==> src/verilog/hdma_defs.svh <==
// Constants of the host memory access port: offsets, fields, encodings.
// Assumes inclusion by bare name from the package and the port module.
`ifndef HDMA_DEFS_SVH
`define HDMA_DEFS_SVH

`define HDMA_BUS_W 16
`define HDMA_ADDR_W 14
`define HDMA_WORD_W 24
`define HDMA_CW_OVL_BIT 15
`define HDMA_CW_TYPE_BIT 14
`define HDMA_TYPE_DM 1'b1
`define HDMA_OVL_ADDR 14'h3FE0
`define HDMA_SYSCTL_ADDR 14'h3FE7
`define HDMA_SHORTRD_BIT 14
`define HDMA_MMR_BASE 14'h3FE0
`define HDMA_BOOT_STRAP 3'h5
`define HDMA_BOOT_PM_ADDR 14'h0000
`define HDMA_ADDR_STEP 14'h0001
`define HDMA_OVL_RST 16'h0000
`define HDMA_PAD_BYTE 8'h00

`endif

==> src/verilog/hdma_pkg.sv <==
// Types shared by the host memory access port modules.
// Assumes hdma_defs.svh is on the include path.
`include "hdma_defs.svh"
package hdma_pkg;

  // One-hot port sequencer states
  typedef enum logic [2:0] {
    ST_IDLE = 3'h1,
    ST_RDMEM = 3'h2,
    ST_RDOUT = 3'h4
  } hdma_state_e;

  // Write request queued toward memory
  typedef struct packed {
    logic pm;
    logic [`HDMA_ADDR_W-1:0] addr;
    logic [`HDMA_WORD_W-1:0] data;
  } hdma_wreq_s;

endpackage

==> src/verilog/hdma_sync.sv <==
// Two-flop synchroniser bank for asynchronous host pins and straps.
// Assumes each bit is a level that stays put for several clocks.
`timescale 1ns/1ns
`default_nettype none
module hdma_sync
  import hdma_pkg::*;
#(
  parameter int W = 1
) (
  // Clock and reset
  input wire logic sys_clk,
  input wire logic nrst,
  // Raw and synchronised levels
  input wire logic [W-1:0] din,
  output logic [W-1:0] dout
);

  // Both stages in one packed record
  typedef struct packed {
    logic [W-1:0] meta;
    logic [W-1:0] sync;
  } hdma_sync_s;

  hdma_sync_s s_q;
  hdma_sync_s s_d;

  // First stage feeds only the second
  always_comb begin
    s_d.meta = din;
    s_d.sync = s_q.meta;
  end

  // Idle-high reset keeps low-active strobes inactive
  always_ff @(posedge sys_clk) begin
    if (!nrst) begin
      s_q <= '1;
    end else begin
      s_q <= s_d;
    end
  end

  assign dout = s_q.sync;
endmodule // hdma_sync
`default_nettype wire

==> src/verilog/hdma_buf.sv <==
// Small ready/valid buffer between host writes and memory slots.
// Assumes the drain side may stall for any number of cycles.
`timescale 1ns/1ns
`default_nettype none
module hdma_buf
  import hdma_pkg::*;
#(
  parameter int W = 39,
  parameter int DEPTH = 2
) (
  // Clock and reset
  input wire logic sys_clk,
  input wire logic nrst,
  // Fill side
  input wire logic in_valid,
  output logic in_ready,
  input wire logic [W-1:0] in_data,
  // Drain side
  output logic out_valid,
  input wire logic out_ready,
  output logic [W-1:0] out_data
);

  localparam int PW = $clog2(DEPTH);

  // Storage, pointers and fill count
  typedef struct packed {
    logic [DEPTH-1:0][W-1:0] mem;
    logic [PW-1:0] wp;
    logic [PW-1:0] rp;
    logic [PW:0] cnt;
  } hdma_buf_s;

  hdma_buf_s s_q;
  hdma_buf_s s_d;
  logic push;
  logic pop;

  // Honest full and empty from the count
  assign in_ready = (s_q.cnt != (PW+1)'(DEPTH));
  assign out_valid = (s_q.cnt != '0);
  assign out_data = s_q.mem[s_q.rp];
  assign push = in_valid & in_ready;
  assign pop = out_valid & out_ready;

  // Pointer wrap works for any depth of two or more, not only powers of two
  always_comb begin
    s_d = s_q;
    if (push) begin
      s_d.mem[s_q.wp] = in_data;
      s_d.wp = (s_q.wp == PW'(DEPTH-1)) ? '0 : s_q.wp + PW'(1);
    end
    if (pop) begin
      s_d.rp = (s_q.rp == PW'(DEPTH-1)) ? '0 : s_q.rp + PW'(1);
    end
    s_d.cnt = s_q.cnt + (PW+1)'(push) - (PW+1)'(pop);
  end

  // Registered state
  always_ff @(posedge sys_clk) begin
    if (!nrst) begin
      s_q <= '0;
    end else begin
      s_q <= s_d;
    end
  end
endmodule // hdma_buf
`default_nettype wire

==> src/verilog/hdma_port.sv <==
// Host memory access port: asynchronous host pins to on-chip memory.
// Assumes the core grants one memory slot per request, read data
// valid in the grant cycle, and a host that waits on acknowledge.
`timescale 1ns/1ns
`default_nettype none
`include "hdma_defs.svh"
module hdma_port
  import hdma_pkg::*;
#(
  parameter int BUF_DEPTH = 2
) (
  // Clock and reset
  input wire logic sys_clk,
  input wire logic nrst,
  // Host control pins, asynchronous
  input wire logic port_select_n,
  input wire logic address_latch_strobe,
  input wire logic port_read_strobe_n,
  input wire logic port_write_strobe_n,
  // Multiplexed address/data bus, split three ways
  input wire logic [15:0] multiplexed_ad_bus_in,
  output logic [15:0] multiplexed_ad_bus_out,
  output logic multiplexed_ad_bus_oe,
  // Host acknowledge, low when the port can take an operation
  output logic access_ack_n,
  // Boot straps, sampled once after reset
  input wire logic mode_a,
  input wire logic mode_b,
  input wire logic mode_c,
  // Memory slot toward the core
  output logic mem_req,
  output logic mem_we,
  output logic mem_pm,
  output logic [13:0] mem_addr,
  output logic [23:0] mem_wdata,
  input wire logic mem_grant,
  input wire logic [23:0] mem_rdata,
  // Core data-memory writes and control-word write
  input wire logic core_dm_we,
  input wire logic [13:0] core_dm_addr,
  input wire logic [15:0] core_dm_wdata,
  input wire logic core_ctrl_we,
  // Overlay selection and boot hold toward the core
  output logic [15:0] overlay_sel,
  output logic core_hold
);

  localparam int REQ_W = $bits(hdma_wreq_s);

  // Whole port state in one record
  typedef struct packed {
    hdma_state_e st;
    logic sel_p;        // Previous synced select, low active
    logic ale_p;        // Previous synced latch strobe
    logic rd_p;         // Previous synced read strobe
    logic wr_p;         // Previous synced write strobe
    logic [13:0] addr;  // Start address latch, never read back
    logic dm;           // Target type of the latched address
    logic half;         // Second half of a program word pending
    logic [15:0] pm_hi; // Upper 16 bits of a program word
    logic [7:0] pm_lo;  // Lower 8 bits kept from a program read
    logic [15:0] rdata; // Data driven on the bus
    logic oe;           // Bus drive enable
    logic ack_n;        // Acknowledge pin
    logic push;         // Write request offered to the buffer
    hdma_wreq_s preq;   // Write request payload
    logic mreq;         // Memory slot request
    logic mwe;
    logic mpm;
    logic [13:0] maddr;
    logic [23:0] mwdata;
    logic [15:0] ovl;   // Overlay register
    logic short_rd;     // Short read timing select
    logic [1:0] strap_age; // Sync settle count, straps not yet valid
    logic strap_done;   // Straps already sampled
    logic hold;         // Registered core hold
    logic boot;         // Booting through this port
    logic pm0_done;     // Program word zero written
  } hdma_port_s;

  hdma_port_s s_q;
  hdma_port_s s_d;

  // Synchronised pin levels
  logic [22:0] sync_in;
  logic [22:0] sync_out;
  logic sel_s;
  logic ale_s;
  logic rd_s;
  logic wr_s;
  logic [15:0] ad_s;
  logic [2:0] strap_s;

  // Buffer handshake
  logic buf_in_ready;
  logic buf_out_valid;
  logic buf_out_ready;
  logic [REQ_W-1:0] buf_out_data;
  hdma_wreq_s head;

  // Edge events derived from synced levels
  logic latch_ev;
  logic rd_ev;
  logic wr_ev;
  logic rd_end;
  logic writes_idle;

  // Control-registers area is off limits to host writes
  function automatic logic is_mmr(input logic dm,
                                  input logic [13:0] a);
    is_mmr = (dm == `HDMA_TYPE_DM) && (a >= `HDMA_MMR_BASE);
  endfunction

  // Program word zero is the boot release location
  function automatic logic is_boot_word(input logic pm,
                                        input logic [13:0] a);
    is_boot_word = pm && (a == `HDMA_BOOT_PM_ADDR);
  endfunction

  // Every host pin and strap passes two flops first
  assign sync_in = {port_select_n, address_latch_strobe,
                    port_read_strobe_n, port_write_strobe_n,
                    multiplexed_ad_bus_in, mode_c, mode_b, mode_a};

  hdma_sync #(.W(23)) u_sync (
    .sys_clk(sys_clk),
    .nrst(nrst),
    .din(sync_in),
    .dout(sync_out)
  );

  assign {sel_s, ale_s, rd_s, wr_s, ad_s, strap_s} = sync_out;

  // Write requests queue here so a stalled slot loses nothing
  hdma_buf #(.W(REQ_W), .DEPTH(BUF_DEPTH)) u_buf (
    .sys_clk(sys_clk),
    .nrst(nrst),
    .in_valid(s_q.push),
    .in_ready(buf_in_ready),
    .in_data(s_q.preq),
    .out_valid(buf_out_valid),
    .out_ready(buf_out_ready),
    .out_data(buf_out_data)
  );

  assign head = hdma_wreq_s'(buf_out_data);
  // Pop the head when the memory slot is free
  assign buf_out_ready = !s_q.mreq;

  // Latch on strobe fall under select, or select trailing edge
  assign latch_ev = (s_q.ale_p && !ale_s && !sel_s) ||
                    (!s_q.sel_p && sel_s && ale_s);
  // Read starts on strobe fall under select
  assign rd_ev = s_q.rd_p && !rd_s && !sel_s && !ale_s;
  // Write data taken on strobe trailing edge under select
  assign wr_ev = !s_q.wr_p && wr_s && !s_q.sel_p && !ale_s;
  // Read ends when either strobe or select is released
  assign rd_end = rd_s || sel_s;
  // Reads wait behind earlier writes to keep order
  assign writes_idle = !buf_out_valid && !s_q.push && !s_q.mreq;

  // Next-state logic
  always_comb begin
    s_d = s_q;
    s_d.sel_p = sel_s;
    s_d.ale_p = ale_s;
    s_d.rd_p = rd_s;
    s_d.wr_p = wr_s;
    s_d.push = 1'b0;

    // Straps sampled once the sync stages no longer show reset ones
    s_d.strap_age = {s_q.strap_age[0], 1'b1};
    if (s_q.strap_age[1] && !s_q.strap_done) begin
      s_d.strap_done = 1'b1;
      s_d.boot = (strap_s == `HDMA_BOOT_STRAP);
    end

    // Core writes: overlay and system control bit
    if (core_dm_we && core_dm_addr == `HDMA_OVL_ADDR) begin
      s_d.ovl = core_dm_wdata;
    end
    if (core_dm_we && core_dm_addr == `HDMA_SYSCTL_ADDR) begin
      s_d.short_rd = core_dm_wdata[`HDMA_SHORTRD_BIT];
    end
    // Core loads the start address like the host does
    if (core_ctrl_we && !core_dm_wdata[`HDMA_CW_OVL_BIT]) begin
      s_d.addr = core_dm_wdata[13:0];
      s_d.dm = core_dm_wdata[`HDMA_CW_TYPE_BIT];
      s_d.half = 1'b0;
    end else if (core_ctrl_we) begin
      s_d.ovl = {8'h00, core_dm_wdata[7:0]};
    end

    // Memory slot: finish the granted access first
    if (s_q.mreq && mem_grant) begin
      s_d.mreq = 1'b0;
      if (s_q.mwe && is_boot_word(s_q.mpm, s_q.maddr)) begin
        s_d.pm0_done = 1'b1;
      end
    end
    // Then fill a free slot from the write queue
    if (!s_q.mreq && buf_out_valid) begin
      s_d.mreq = 1'b1;
      s_d.mwe = 1'b1;
      s_d.mpm = head.pm;
      s_d.maddr = head.addr;
      s_d.mwdata = head.data;
    end

    case (s_q.st)
      // Waiting for a host operation
      ST_IDLE: begin
        if (latch_ev && ad_s[`HDMA_CW_OVL_BIT]) begin
          // Host overrides a same-cycle core overlay write
          s_d.ovl = {8'h00, ad_s[7:0]};
        end else if (latch_ev) begin
          s_d.addr = ad_s[13:0];
          s_d.dm = ad_s[`HDMA_CW_TYPE_BIT];
          s_d.half = 1'b0;
        end else if (wr_ev && !s_q.dm && !s_q.half) begin
          // Upper program bits wait for the second write
          s_d.pm_hi = ad_s;
          s_d.half = 1'b1;
        end else if (wr_ev) begin
          // Control-register area is dropped, address still steps
          s_d.push = !is_mmr(s_q.dm, s_q.addr);
          s_d.preq.pm = !s_q.dm;
          s_d.preq.addr = s_q.addr;
          s_d.preq.data = s_q.dm ? {`HDMA_PAD_BYTE, ad_s} :
                                   {s_q.pm_hi, ad_s[7:0]};
          s_d.half = 1'b0;
          s_d.addr = s_q.addr + `HDMA_ADDR_STEP;
        end else if (rd_ev && !s_q.dm && s_q.half) begin
          // Lower program byte is already held, no memory cycle
          s_d.rdata = {`HDMA_PAD_BYTE, s_q.pm_lo};
          s_d.oe = 1'b1;
          s_d.half = 1'b0;
          s_d.addr = s_q.addr + `HDMA_ADDR_STEP;
          s_d.st = ST_RDOUT;
        end else if (rd_ev) begin
          s_d.st = ST_RDMEM;
        end
      end
      // Waiting for queued writes, then for the read slot
      ST_RDMEM: begin
        if (s_q.mreq && mem_grant && !s_q.mwe) begin
          s_d.rdata = s_q.dm ? mem_rdata[15:0] : mem_rdata[23:8];
          s_d.pm_lo = mem_rdata[7:0];
          s_d.oe = 1'b1;
          // Program reads step only after the low byte
          s_d.half = !s_q.dm;
          if (s_q.dm) begin
            s_d.addr = s_q.addr + `HDMA_ADDR_STEP;
          end
          s_d.st = ST_RDOUT;
        end else if (!s_q.mreq && writes_idle) begin
          s_d.mreq = 1'b1;
          s_d.mwe = 1'b0;
          s_d.mpm = !s_q.dm;
          s_d.maddr = s_q.addr;
        end
      end
      // Driving read data until the host lets go
      ST_RDOUT: begin
        if (rd_end) begin
          s_d.oe = 1'b0;
          s_d.st = ST_IDLE;
        end
      end
      default: begin
        s_d.st = ST_IDLE;
        s_d.oe = 1'b0;
      end
    endcase

    // Acknowledge only in idle or read-out, with buffer room and no push or host event pending
    s_d.ack_n = !((s_d.st == ST_IDLE || s_d.st == ST_RDOUT) &&
                  buf_in_ready && !s_d.push && !s_q.push &&
                  !latch_ev && !wr_ev && !rd_ev);
    // Long short-read timing forces acknowledge high on the low-byte rd_ev, which already holds it high
    if (rd_ev && !s_q.dm && s_q.half && !s_q.short_rd) begin
      s_d.ack_n = 1'b1;
    end
    // Hold from a flop; also high until the straps are sampled
    s_d.hold = !s_d.strap_done || (s_d.boot && !s_d.pm0_done);
  end

  // Registered state, synchronous active-low reset
  always_ff @(posedge sys_clk) begin
    if (!nrst) begin
      s_q <= '0;
      s_q.st <= ST_IDLE;
      s_q.sel_p <= 1'b1;
      s_q.rd_p <= 1'b1;
      s_q.wr_p <= 1'b1;
      s_q.ack_n <= 1'b1;
      s_q.hold <= 1'b1;
      s_q.ovl <= `HDMA_OVL_RST;
    end else begin
      s_q <= s_d;
    end
  end

  // Outputs straight from the state record; address never on bus
  assign multiplexed_ad_bus_out = s_q.rdata;
  assign multiplexed_ad_bus_oe = s_q.oe;
  assign access_ack_n = s_q.ack_n;
  assign mem_req = s_q.mreq;
  assign mem_we = s_q.mwe;
  assign mem_pm = s_q.mpm;
  assign mem_addr = s_q.maddr;
  assign mem_wdata = s_q.mwdata;
  assign overlay_sel = s_q.ovl;
  // Hold also covers the strap settling cycles after reset
  assign core_hold = s_q.hold;

endmodule // hdma_port
`default_nettype wire

==> config.mk <==
export PLATFORM = sky130hd
export DESIGN_NAME = hdma_port
export DESIGN_NICKNAME = d
export VERILOG_FILES = /design/src/verilog/hdma_pkg.sv /design/src/verilog/hdma_sync.sv /design/src/verilog/hdma_buf.sv /design/src/verilog/hdma_port.sv
export VERILOG_INCLUDE_DIRS = /design/src /design/src/verilog
export SDC_FILE = /design/constraint.sdc
export NUM_CORES = 1
export LEC_CHECK = 0
export BUFFER_PORTS_ARGS = -buffer_cell sky130_fd_sc_hd__buf_2
export CAP_MARGIN = 0
export CORE_ASPECT_RATIO = 1.2
export CORE_MARGIN = 2
export CORE_UTILIZATION = 60
export DETAILED_ROUTE_END_ITERATION = 8
export PLACE_DENSITY = 0.86
export SLEW_MARGIN = 20
export SYNTH_ARGS = -nofsm -noshare
export SYNTH_HDL_FRONTEND = slang
export SYNTH_SLANG_ARGS = --single-unit
==> constraint.sdc <==
create_clock -name sys_clk -period 4.2 [get_ports sys_clk]
set_input_delay 0.84 -clock sys_clk [delete_from_list [all_inputs] [get_ports sys_clk]]
set_output_delay 0.84 -clock sys_clk [all_outputs]
set_load 0.05 [all_outputs]
==> results of run 1 <==
[synth_stat cells, types with 4 or more instances]
cell	n
and3b_1	4
and2_1	7
xor2_1	5
inv_1	15
a21oi_1	163
buf_1	9
o21ba_2	4
o21ai_0	20
mux2i_1	89
buf_4	70
nand3_1	14
buf_2	18
nand4_1	9
ha_1	4
and3_1	5
nand2b_1	58
nor3_1	9
nand3b_1	8
nor2_1	108
a222oi_1	8
a211oi_1	56
nor2b_1	5
nor4_1	9
xnor2_1	10
dfxtp_1	296
a2111oi_0	4
a22oi_1	9
nand2_1	265
clkbuf_1	75
o22ai_1	16
[area by class of cell]
type                    count  area, um2  share of cell area
clock buffers              41      808.3             0.05901
clock inverters             9      102.6            0.007491
inverters                  15      61.31            0.004476
multi-input cells         955       5548              0.4050
flip-flops and latches    296       5927              0.4327
well taps                 265      331.6             0.02421
repair buffers            173      918.4             0.06705
[logic make-up (layout without fill, tap and decap cells)]
kind of cell / after synthesis / count (layout) / synth area share
compound gates: 318 / 318 / 0.1601
simple gates: 528 / 528 / 0.1956
xor+xnor: 15 / 15 / 0.01053
flops: 296 / 296 / 0.4749
fa+ha+maj: 4 / 4 / 0.004011
mux: 90 / 90 / 0.07229
buf+inv: 190 / 238 / 0.08252
[flip-flops by register name, indices dropped and copies added (netlist names)]
name and count:
overlay_sel 16, multiplexed_ad_bus_oe 1, s_q 91, access_ack_n 1, mem_addr 14, u_buf.s_q 82
multiplexed_ad_bus_out 16, mem_wdata 24, mem_we 1, core_hold 1, u_sync.dout 23, u_sync.s_d 23
mem_req 1, s_d 1, mem_pm 1
[path summary, 6_finish.rpt]
kind	from	endpoint	slack (ns)	depth (start not counted)
hold / removal	u_sync.s_d[14]	u_sync.dout[14]	0.40	1
setup / recovery	s_q[168]	multiplexed_ad_bus_out[14]	1.61	5
setup reg to reg	s_q[168]	multiplexed_ad_bus_out[14]	1.61	5
hold reg to reg	u_sync.s_d[14]	u_sync.dout[14]	0.40	1
[through the flow]
stage	util	hold WS, ns	power, mW	std cells
after global placement	0.6291	0.3876	5.210	1704
after global routing	0.6739	0.4204	7.996	1754
final	0.6739	0.4040	7.673	1754
after floorplan	-	0.3863	5.040	1441
after CTS	0.6739	0.4050	7.707	1754
after detailed placement	0.6291	0.3909	5.246	1704
[metal layers]
metal	up-vias	share of wire	global-route usage
li1	4942	-	-
met1	4835	0.38	0.3506
met2	468	0.48	0.4681
met3	127	0.079	0.03683
met4	0	0.058	0.1496
met5	-	0	0
[critical path, delay by kind of cell, from the launching register on]
kind | cells | cell delay (ns)
DFF | 1 | 0.49
and+or+nand+nor | 4 | 1.79
AOI/OAI and AO/OA | 1 | 0.17
[report_power, final]
| group | internal, mW | switching (mW) | leakage [nW] | total (mW) |
|---|---|---|---|---|
| combinational | 0.570 | 1.33 | 2.32 | 1.90 |
| clock | 1.45 | 1.02 | 0.454 | 2.47 |
| sequential | 3.05 | 0.250 | 2.41 | 3.30 |
| total | 5.08 | 2.60 | 5.19 | 7.67 |
==> summary.md, run 1 <==
| Metric | Value |
|---|---|
| Outcome | finished clean |
| Total global routing overflow | 0 |
| Fillers | between 1.5k and 2k |
| Reg clk slew, reported paths | 0.07 ns |
| Vias per inst | roughly 6 |
| TNS Setup | 0 ns |
| Flops & latches, synth | 296 |
| CTS-repair resized insts | 0 |
| RSZ-0062 raised after global routing | no |
| Pre-CTS WS | 1.465 ns |
| Final #Nets | 1554 |
| Die area | around 0.022 mm2 |
| Setup crit end kind | flip-flop |
| Synth unique cells | 70 |
| Core area | between 0.02 and 0.025 mm2 |
| Synth async-reset ratio | 0 |
| Initial core utilization | 0.6139 |
| Post-synthesis cell count | ~1.4k |
| Hold Violations, Final | 0 |
| CTS Hold Bufs | 0 |
| Via count | between 10k and 15k |
| Most frequent cells in the layout | dfxtp_1 (295), nand2_1 (265), a21oi_1 (163) |
| Mean post-synth cell area | 8.659 um2 |
| # port buffers | 157 |
| Leading cell type in the layout, fill and taps excluded | dfxtp_1 |
| CTS tree | yes |
| Max_cap viols | 0 |
| Post-route ant nets | 0 |
| Largest net degree at the start of global routing | 201 |
| Antenna Cells | 0 |
| Final instance area | 0.01370 mm2 |
| Placed Area | 0.01279 mm2 |
| Number of buffers created by CTS | 27 |
| FP Rows | 57 |
| Arr. time, crit path | about 3.0 ns |
| First-pass GRT wire length | 49670 um |
| Critical path required time | 4.59 ns |
| Initial antenna violation count | 0 |
| Total GRT Usage | 0.2799 |
| I/O pin cnt | 158 |
| Worst setup SP type | flip-flop |
| Synthesis Warnings | 0 |
| Seq/Total Area, Yosys | 0.4749 |
| Share of the synthesized area in the top cell type | 0.4749 |
| Post-synth top area cell | dfxtp_1 |
| Worst Skew | 0.01372 ns |
| Htree depth | 1 |
| Cells along the critical path | or3b_1 -> nor2_2 -> nor2b_1 -> and2_1 -> o22ai_1 |
| Die Ht | 162.0 um |
| Worst VDD drop | 397.4 uV |
| CTS Sinks | 296 |
| EDFF count, synth | 0 |
| Final setup viols | 0 |
| Slack of the critical path | ~1.6 ns |
| 1st-pass router iterations | 7 |
| Maximum clock insertion buffer count | 3 |
| Worst skew pair latency | ~0.54 ns |
| Postcts setup bufs | 0 |
| Vias in the first global route | 9863 |
| Routed len/inst | 17.66 um |
| Drt initial violations | 1058 |
| WS Path Type | flip-flop to flip-flop |
| Synth top area cells | dfxtp_1 (47%), nand2_1 (8.0%), mux2i_1 (7.1%) |
| Max-slew headroom | 0.3082 |
| Delay of the slowest critical-path stage | 0.63 ns |
| Min Tclk post-route | 2.588 ns |
| Dominant synthesized flop cell | dfxtp_1 |
| Static Leakage | ~5.2 nW |
| CTS root buffer | clkbuf_16 |
| Period utilization | 0.6163 |
| P&R area growth vs syn | 9.766% |
| Fin. max-slew vios | 0 |
| Max Freq | 386.3 MHz |
| Crit Path Max Fanout | 16 |
| DRC Markers | 0 |
| Chip Width | 135.6 um |
| Gpl congestion | 0.9629 |
| Drt total wl | 30980 um |
| Worst-margin pin slew | approximately 1.0 ns |
| HP Class | flip-flop to flip-flop |
| Critical-path top delay cell | and2_1 |
| Share of layout cells above drive strength 1 | 0.1632 |
| Hpwl dp | 19980 um |
| Post-Syn Area | 0.01248 mm2 |
| Power Dens Cells | 560.2 mW/mm2 |
| Post-synth net total | about 1.5k |
No activity file was read; power rests on OpenSTA's default activity.
==> inputs of run 2 (changes only) <==
--- a/config.mk
+++ b/config.mk
@@ -6,13 +6,14 @@
 export SDC_FILE = /design/constraint.sdc
 export NUM_CORES = 1
 export LEC_CHECK = 0
+export ABC_AREA = 1
 export BUFFER_PORTS_ARGS = -buffer_cell sky130_fd_sc_hd__buf_2
 export CAP_MARGIN = 0
 export CORE_ASPECT_RATIO = 1.2
 export CORE_MARGIN = 2
-export CORE_UTILIZATION = 60
+export CORE_UTILIZATION = 58
 export DETAILED_ROUTE_END_ITERATION = 8
-export PLACE_DENSITY = 0.86
+export PLACE_DENSITY = 0.84
 export SLEW_MARGIN = 20
 export SYNTH_ARGS = -nofsm -noshare
 export SYNTH_HDL_FRONTEND = slang
==> constraint.sdc (replaced) <==
create_clock -name sys_clk -period 2.6 [get_ports sys_clk]
set_input_delay 0.52 -clock sys_clk [delete_from_list [all_inputs] [get_ports sys_clk]]
set_output_delay 0.52 -clock sys_clk [all_outputs]
set_load 0.05 [all_outputs]
==> summary.md, run 2 <==
| Metric | Value |
|---|---|
| Antenna Cells | 0 |
| Period utilization | 0.7579 |
| Pre-CTS WS | 0.6157 ns |
| Synth top area cells | dfxtp_1 (47%), nand2_1 (9.8%), o21ai_0 (7.6%) |
| Final #Nets | 1844 |
| Vias in the first global route | approximately 10k |
| Initial antenna violation count | 0 |
| Switch Pwr | 3.942 mW |
| Max reg flops | 91 |
| Post-synth top area cell | dfxtp_1 |
| Leading cell type in the layout, fill and taps excluded | nand2_1 |
| Int Pwr | ~8.2 mW |
| Drt initial violations | around 940 |
| Mean post-synth cell area | approximately 7.4 um2 |
| Share of layout cells above drive strength 1 | 0.1826 |
| Share of the synthesized area in the top cell type | 0.4668 |
| Die area | between 0.02 and 0.025 mm2 |
| Most frequent cells after synthesis | nand2_1 (331), dfxtp_1 (296), nor2_1 (224) |
| Worst Skew | between 0.007 and 0.008 ns |
| Synth unique cells | 40 |
| Htree depth | 1 |
| Post-synth net total | 1798 |
| Critical path required time | 3.06 ns |
| Routed len/inst | 15.16 um |
| Combinational share of power | 0.219 |
| Setup crit end kind | flip-flop |
| Most frequent cells in the layout | nand2_1 (331), dfxtp_1 (296), nor2_1 (223) |
| 1st-pass router iterations | 5 |
| Initial core utilization | 0.5889 |
| Total GRT Usage | 0.2634 |
| Largest net degree at the start of global routing | between 100 and 150 |
| Chip Width | 139.0 um |
| Via count | 11.19k |
| Clock power frac | 0.363 |
| Final setup viols | 0 |
| Post-route ant nets | 0 |
| Worst VDD drop | 749.0 uV |
| Net Sw Frac | 0.3246 |
| RSZ-0062 raised after global routing | no |
| DRC Markers | 0 |
| Max_cap viols | 0 |
| Max-slew headroom | 0.6307 |
| Hold Violations, Final | 0 |
| Arr. time, crit path | 2.44 ns |
| CTS-repair resized insts | 0 |
| Postcts setup bufs | 0 |
| First-pass GRT wire length | around 51000 um |
| CTS Hold Bufs | 0 |
| Synthesis Warnings | 0 |
| Biggest register | s_q |
| CTS root buffer | clkbuf_16 |
| TNS Setup | 0 ns |
| Hpwl dp | roughly 21000 um |
| CTS Sinks | 296 |
| Static Leakage | 6.294 nW |
| Outcome | finished clean |
| EDFF count, synth | 0 |
| Worst-margin pin slew | approximately 0.55 ns |
| Crit Path Max Fanout | 41 |
| Flops & latches, synth | 296 |
| Number of buffers created by CTS | 28 |
| Slack of the critical path | 0.6294 ns |
| Core area | 0.02156 mm2 |
| # port buffers | 157 |
| FP Rows | 59 |
| Die Ht | 166.1 um |
| CTS tree | yes |
| Vias per inst | 5.447 |
| I/O pin cnt | roughly 160 |
| Reg clk slew, reported paths | around 0.070 ns |
| Power Dens Cells | between 800 and 900 mW/mm2 |
| Total global routing overflow | 0 |
| Fillers | 1876 |
| Worst skew pair latency | ~0.54 ns |
| Worst setup SP type | flip-flop |
| HP Class | input pin to flip-flop |
| Post-Syn Area | 0.01269 mm2 |
| P&R area growth vs syn | 11.32% |
| Maximum clock insertion buffer count | 3 |
| Synth async-reset ratio | 0 |
| Max Freq | 507.5 MHz |
| Post-synthesis cell count | about 1.7k |
| WS Path Type | flip-flop to flip-flop |
| Min Tclk post-route | 1.971 ns |
| Drt total wl | 31140 um |
| Seq/Total Area, Yosys | 0.4668 |
| Dominant synthesized flop cell | dfxtp_1 |
| Fin. max-slew vios | 0 |
| Count leader, synth | nand2_1 |
| Seq pwr share | 0.418 |
| Gpl congestion | 0.9714 |
run 2: cell count changes after synthesis, sizes merged, moves of 66 or more:
cell	change
inv	+111
nand2	+74
mux2i	-81
o21ai	+181
nand3	+66
nor2	+120
run 2: power groups by stage:
stage / clock, mW / combinational, mW / sequential (mW)
final: 4.41 / 2.66 / 5.08
after global routing: 4.67 / 2.87 / 5.12
after CTS: 4.45 / 2.65 / 5.08
after detailed placement: 0 / 2.64 / 5.18
after global placement: 0 / 2.61 / 5.17
after floorplan: 0 / 2.22 / 5.19
run 2: worst paths after layout:
check | startpoint | to | slack [ns] | cells past startpoint
max reg2reg | s_q[167] | s_q[93] | 0.63 | 8
min reg2reg | u_sync.s_d[2] | u_sync.dout[2] | 0.41 | 1
min | mode_a | u_sync.s_d[0] | 0.17 | 2
max | s_q[167] | s_q[93] | 0.63 | 8
run 2: critical path: stages, from the launching register on:
cell and delay, ns:
dfxtp_1 0.31, inv_1 0.16, nand3_4 0.14, inv_2 0.26, nand2_2 0.26, inv_2 0.11, buf_4 0.35, o21ai_0 0.14
a21oi_1 0.15
run 2: kinds of logic (layout without fill, tap and decap cells):
logic type,Yosys count,after routing,share of synthesized area
buffers and inverters,290,358,0.1121
AO/OA/AOI/OAI,386,386,0.1601
flip-flops,296,296,0.4668
XOR/XNOR,5,5,0.003450
multiplexers,8,8,0.006309
adder cells (fa/ha/maj),4,4,0.003943
AND/OR/NAND/NOR,723,723,0.2473
run 2: layout make-up:
class | instances | area (um2) | area share
inverters | 126 | 473.0 | 0.03347
repair buffers | 180 | 1011 | 0.07155
clock buffers | 39 | 853.3 | 0.06039
clock inverters | 13 | 171.4 | 0.01213
well taps | 274 | 342.8 | 0.02426
multi-input cells | 1126 | 5353 | 0.3788
flip-flops and latches | 296 | 5926 | 0.4194
run 2: per-stage QoR:
step / cells / cell area (um2) / hold WS [ns] / power, mW / util
2_1_floorplan: 1712 / 12690 / 0.3905 / 7.407 / -
3_3_place_gp: 2002 / 13110 / 0.3944 / 7.779 / 0.6080
3_5_place_dp: 2002 / 13110 / 0.3980 / 7.817 / 0.6080
4_1_cts: 2054 / 14130 / 0.1483 / 12.18 / 0.6555
5_1_grt: 2054 / 14130 / 0.1496 / 12.66 / 0.6555
6_report: 2054 / 14130 / 0.1675 / 12.15 / 0.6555
run 2: routing by layer:
layer / vias up / global-route usage / wire, um
met4: 0 / 0.1036 / 1011
met3: 71 / 0.02999 / 1844
met1: 5109 / 0.3320 / 12900
li1: 5580 / - / -
met2: 429 / 0.4620 / 15380
met5: - / 0 / 0
==> inputs of run 3 (changes only) <==
==> constraint.sdc (replaced) <==
create_clock -name sys_clk -period 1.9 [get_ports sys_clk]
set_input_delay 0.38 -clock sys_clk [delete_from_list [all_inputs] [get_ports sys_clk]]
set_output_delay 0.38 -clock sys_clk [all_outputs]
set_load 0.05 [all_outputs]
==> summary.md, run 3 (synthesis results as in run 2) <==
| Metric | Value |
|---|---|
| Worst skew pair latency | 0.54 ns |
| Static Leakage | 6.365 nW |
| R2R setup slack | 0.16 ns |
| Routed len/inst | 15.18 um |
| Max-slew headroom | 0.4701 |
| Hold path cells | 2 |
| Critical path required time | 2.33 ns |
| FP Rows | 59 |
| Drt initial violations | 910 |
| Most frequent cells in the layout | nand2_1 (331), dfxtp_1 (295), nor2_1 (223) |
| Setup crit end kind | flip-flop |
| Die Ht | 166.1 um |
| FF-to-FF End | multiplexed_ad_bus_out[3] |
| Vias in the first global route | 10.78k |
| Fin. max-slew vios | 0 |
| Max_cap viols | 0 |
| First-pass GRT wire length | 51490 um |
| Worst Setup SP | u_sync.dout[21] |
| Hold Violations, Final | 0 |
| Vias per inst | 5.450 |
| Htree depth | 1 |
| Worst VDD drop | 1180 uV |
| CTS Sinks | around 300 |
| Largest net degree at the start of global routing | 72 |
| Chip Width | 139.0 um |
| TNS Setup | 0 ns |
| Outcome | finished clean |
| Share of layout cells above drive strength 1 | 0.1888 |
| Final instance area | 0.01428 mm2 |
| RR Startpoint | u_sync.dout[21] |
| Gpl congestion | 0.9593 |
| HP Class | input pin to flip-flop |
| Hpwl dp | 21650 um |
| Period utilization | 0.9161 |
| Arr. time, crit path | 2.17 ns |
| Final #Nets | 1862 |
| Worst hold margin | 0.02730 ns |
| Max Freq | 574.5 MHz |
| Initial antenna violation count | 0 |
| Core area | 0.02156 mm2 |
| CTS Hold Bufs | 0 |
| Drt total wl | around 31000 um |
| Die area | 0.02309 mm2 |
| Antenna Cells | 0 |
| WS Path Type | flip-flop to flip-flop |
| Final setup viols | 0 |
| RSZ-0062 raised after global routing | no |
| Number of buffers created by CTS | 28 |
| CTS root buffer | clkbuf_16 |
| Reg clk slew, reported paths | 0.06 ns |
| Power Dens Cells | about 1100 mW/mm2 |
| Maximum clock insertion buffer count | 3 |
| CTS tree | yes |
| Initial core utilization | 0.5889 |
| Worst Setup EP | multiplexed_ad_bus_out[3] |
| R2R depth | 10 |
| # port buffers | 157 |
| Via count | 11.28k |
| Biggest register | s_q |
| 1st-pass router iterations | 5 |
| P&R area growth vs syn | 12.48% |
| Crit Path Max Fanout | 12 |
| Post-route ant nets | 0 |
| I/O pin cnt | 158 |
| DRC Markers | 0 |
| Total GRT Usage | 0.2640 |
| Worst Skew | around 0.011 ns |
| Total global routing overflow | 0 |
| Worst setup SP type | flip-flop |
| Leading cell type in the layout, fill and taps excluded | nand2_1 |
| Max reg flops | 91 |
| Worst-margin pin slew | 0.7940 ns |
| Min Tclk post-route | 1.741 ns |
| Placed Area | around 0.013 mm2 |
[run 3: cell count changes in the layout (fill, tap and decap cells not counted), sizes merged]
cell | before | now
bufinv | 4 | 3
inv | 126 | 127
clkinv | 8 | 6
buf | 180 | 198
[run 3: what timing repair did]
action,CTS,global route
endpoints found under the setup margin,0,18
resized for setup,0,4
buffers inserted,0,4
[run 3: critical path: stages (launching register included)]
cell     delay, ns
dfxtp_1       0.39
nor2_2        0.08
nand2_1       0.07
nand2_2       0.09
inv_2         0.20
nand2_2       0.14
o21ai_4       0.27
buf_4         0.18
nand3_1       0.09
nand2_1       0.09
nor2_1        0.04
[run 3: worst min path at each step]
stage / startpoint / end / slack (ns)
floorplan: s_d[5] / s_q[5] / 0.39
global placement: u_sync.s_d[2] / u_sync.dout[2] / 0.40
detailed placement: u_sync.s_d[16] / u_sync.dout[16] / 0.40
CTS: mode_c / u_sync.s_d[2] / 0.01
global route: mode_a / u_sync.s_d[0] / 0.01
finish: multiplexed_ad_bus_in[14] / u_sync.s_d[17] / 0.03
[run 3: area by class of cell]
class,instances,area [um2]
fillers,1877,7278
flip-flops and latches,296,5927
multi-input cells,1126,5363
repair buffers,198,1209
clock buffers,39,813.3
inverters,126,475.5
well taps,274,342.8
clock inverters,11,147.6
[run 3: per-stage QoR]
stage / worst slack, ns / power [mW] / utilization / instances
2_1_floorplan: 0.03186 / 10.15 / - / 1712
3_3_place_gp: 0.2001 / 10.66 / 0.6158 / 2016
3_5_place_dp: 0.1356 / 10.72 / 0.6158 / 2016
4_1_cts: 0.1441 / 16.42 / 0.6604 / 2066
5_1_grt: 0.00008349 / 17.06 / 0.6624 / 2070
6_report: 0.1594 / 16.38 / 0.6624 / 2070
[run 3: layer usage]
metal | vias to the layer above | GRT usage | share of wire | routed length, um
met5 | - | 0 | 0 | 0
li1 | 5610 | - | - | -
met3 | 77 | 0.04210 | 0.065 | 2057
met4 | 0 | 0.09047 | 0.031 | 985
met2 | 382 | 0.4735 | 0.50 | 15560
met1 | 5212 | 0.3215 | 0.41 | 12810
[run 3: power by group]
group          total, mW  switching (mW)  internal [mW]
clock network       5.76            2.36           3.40
logic               3.67            2.74          0.928
registers           6.96           0.284           6.67
total               16.4            5.39           11.0
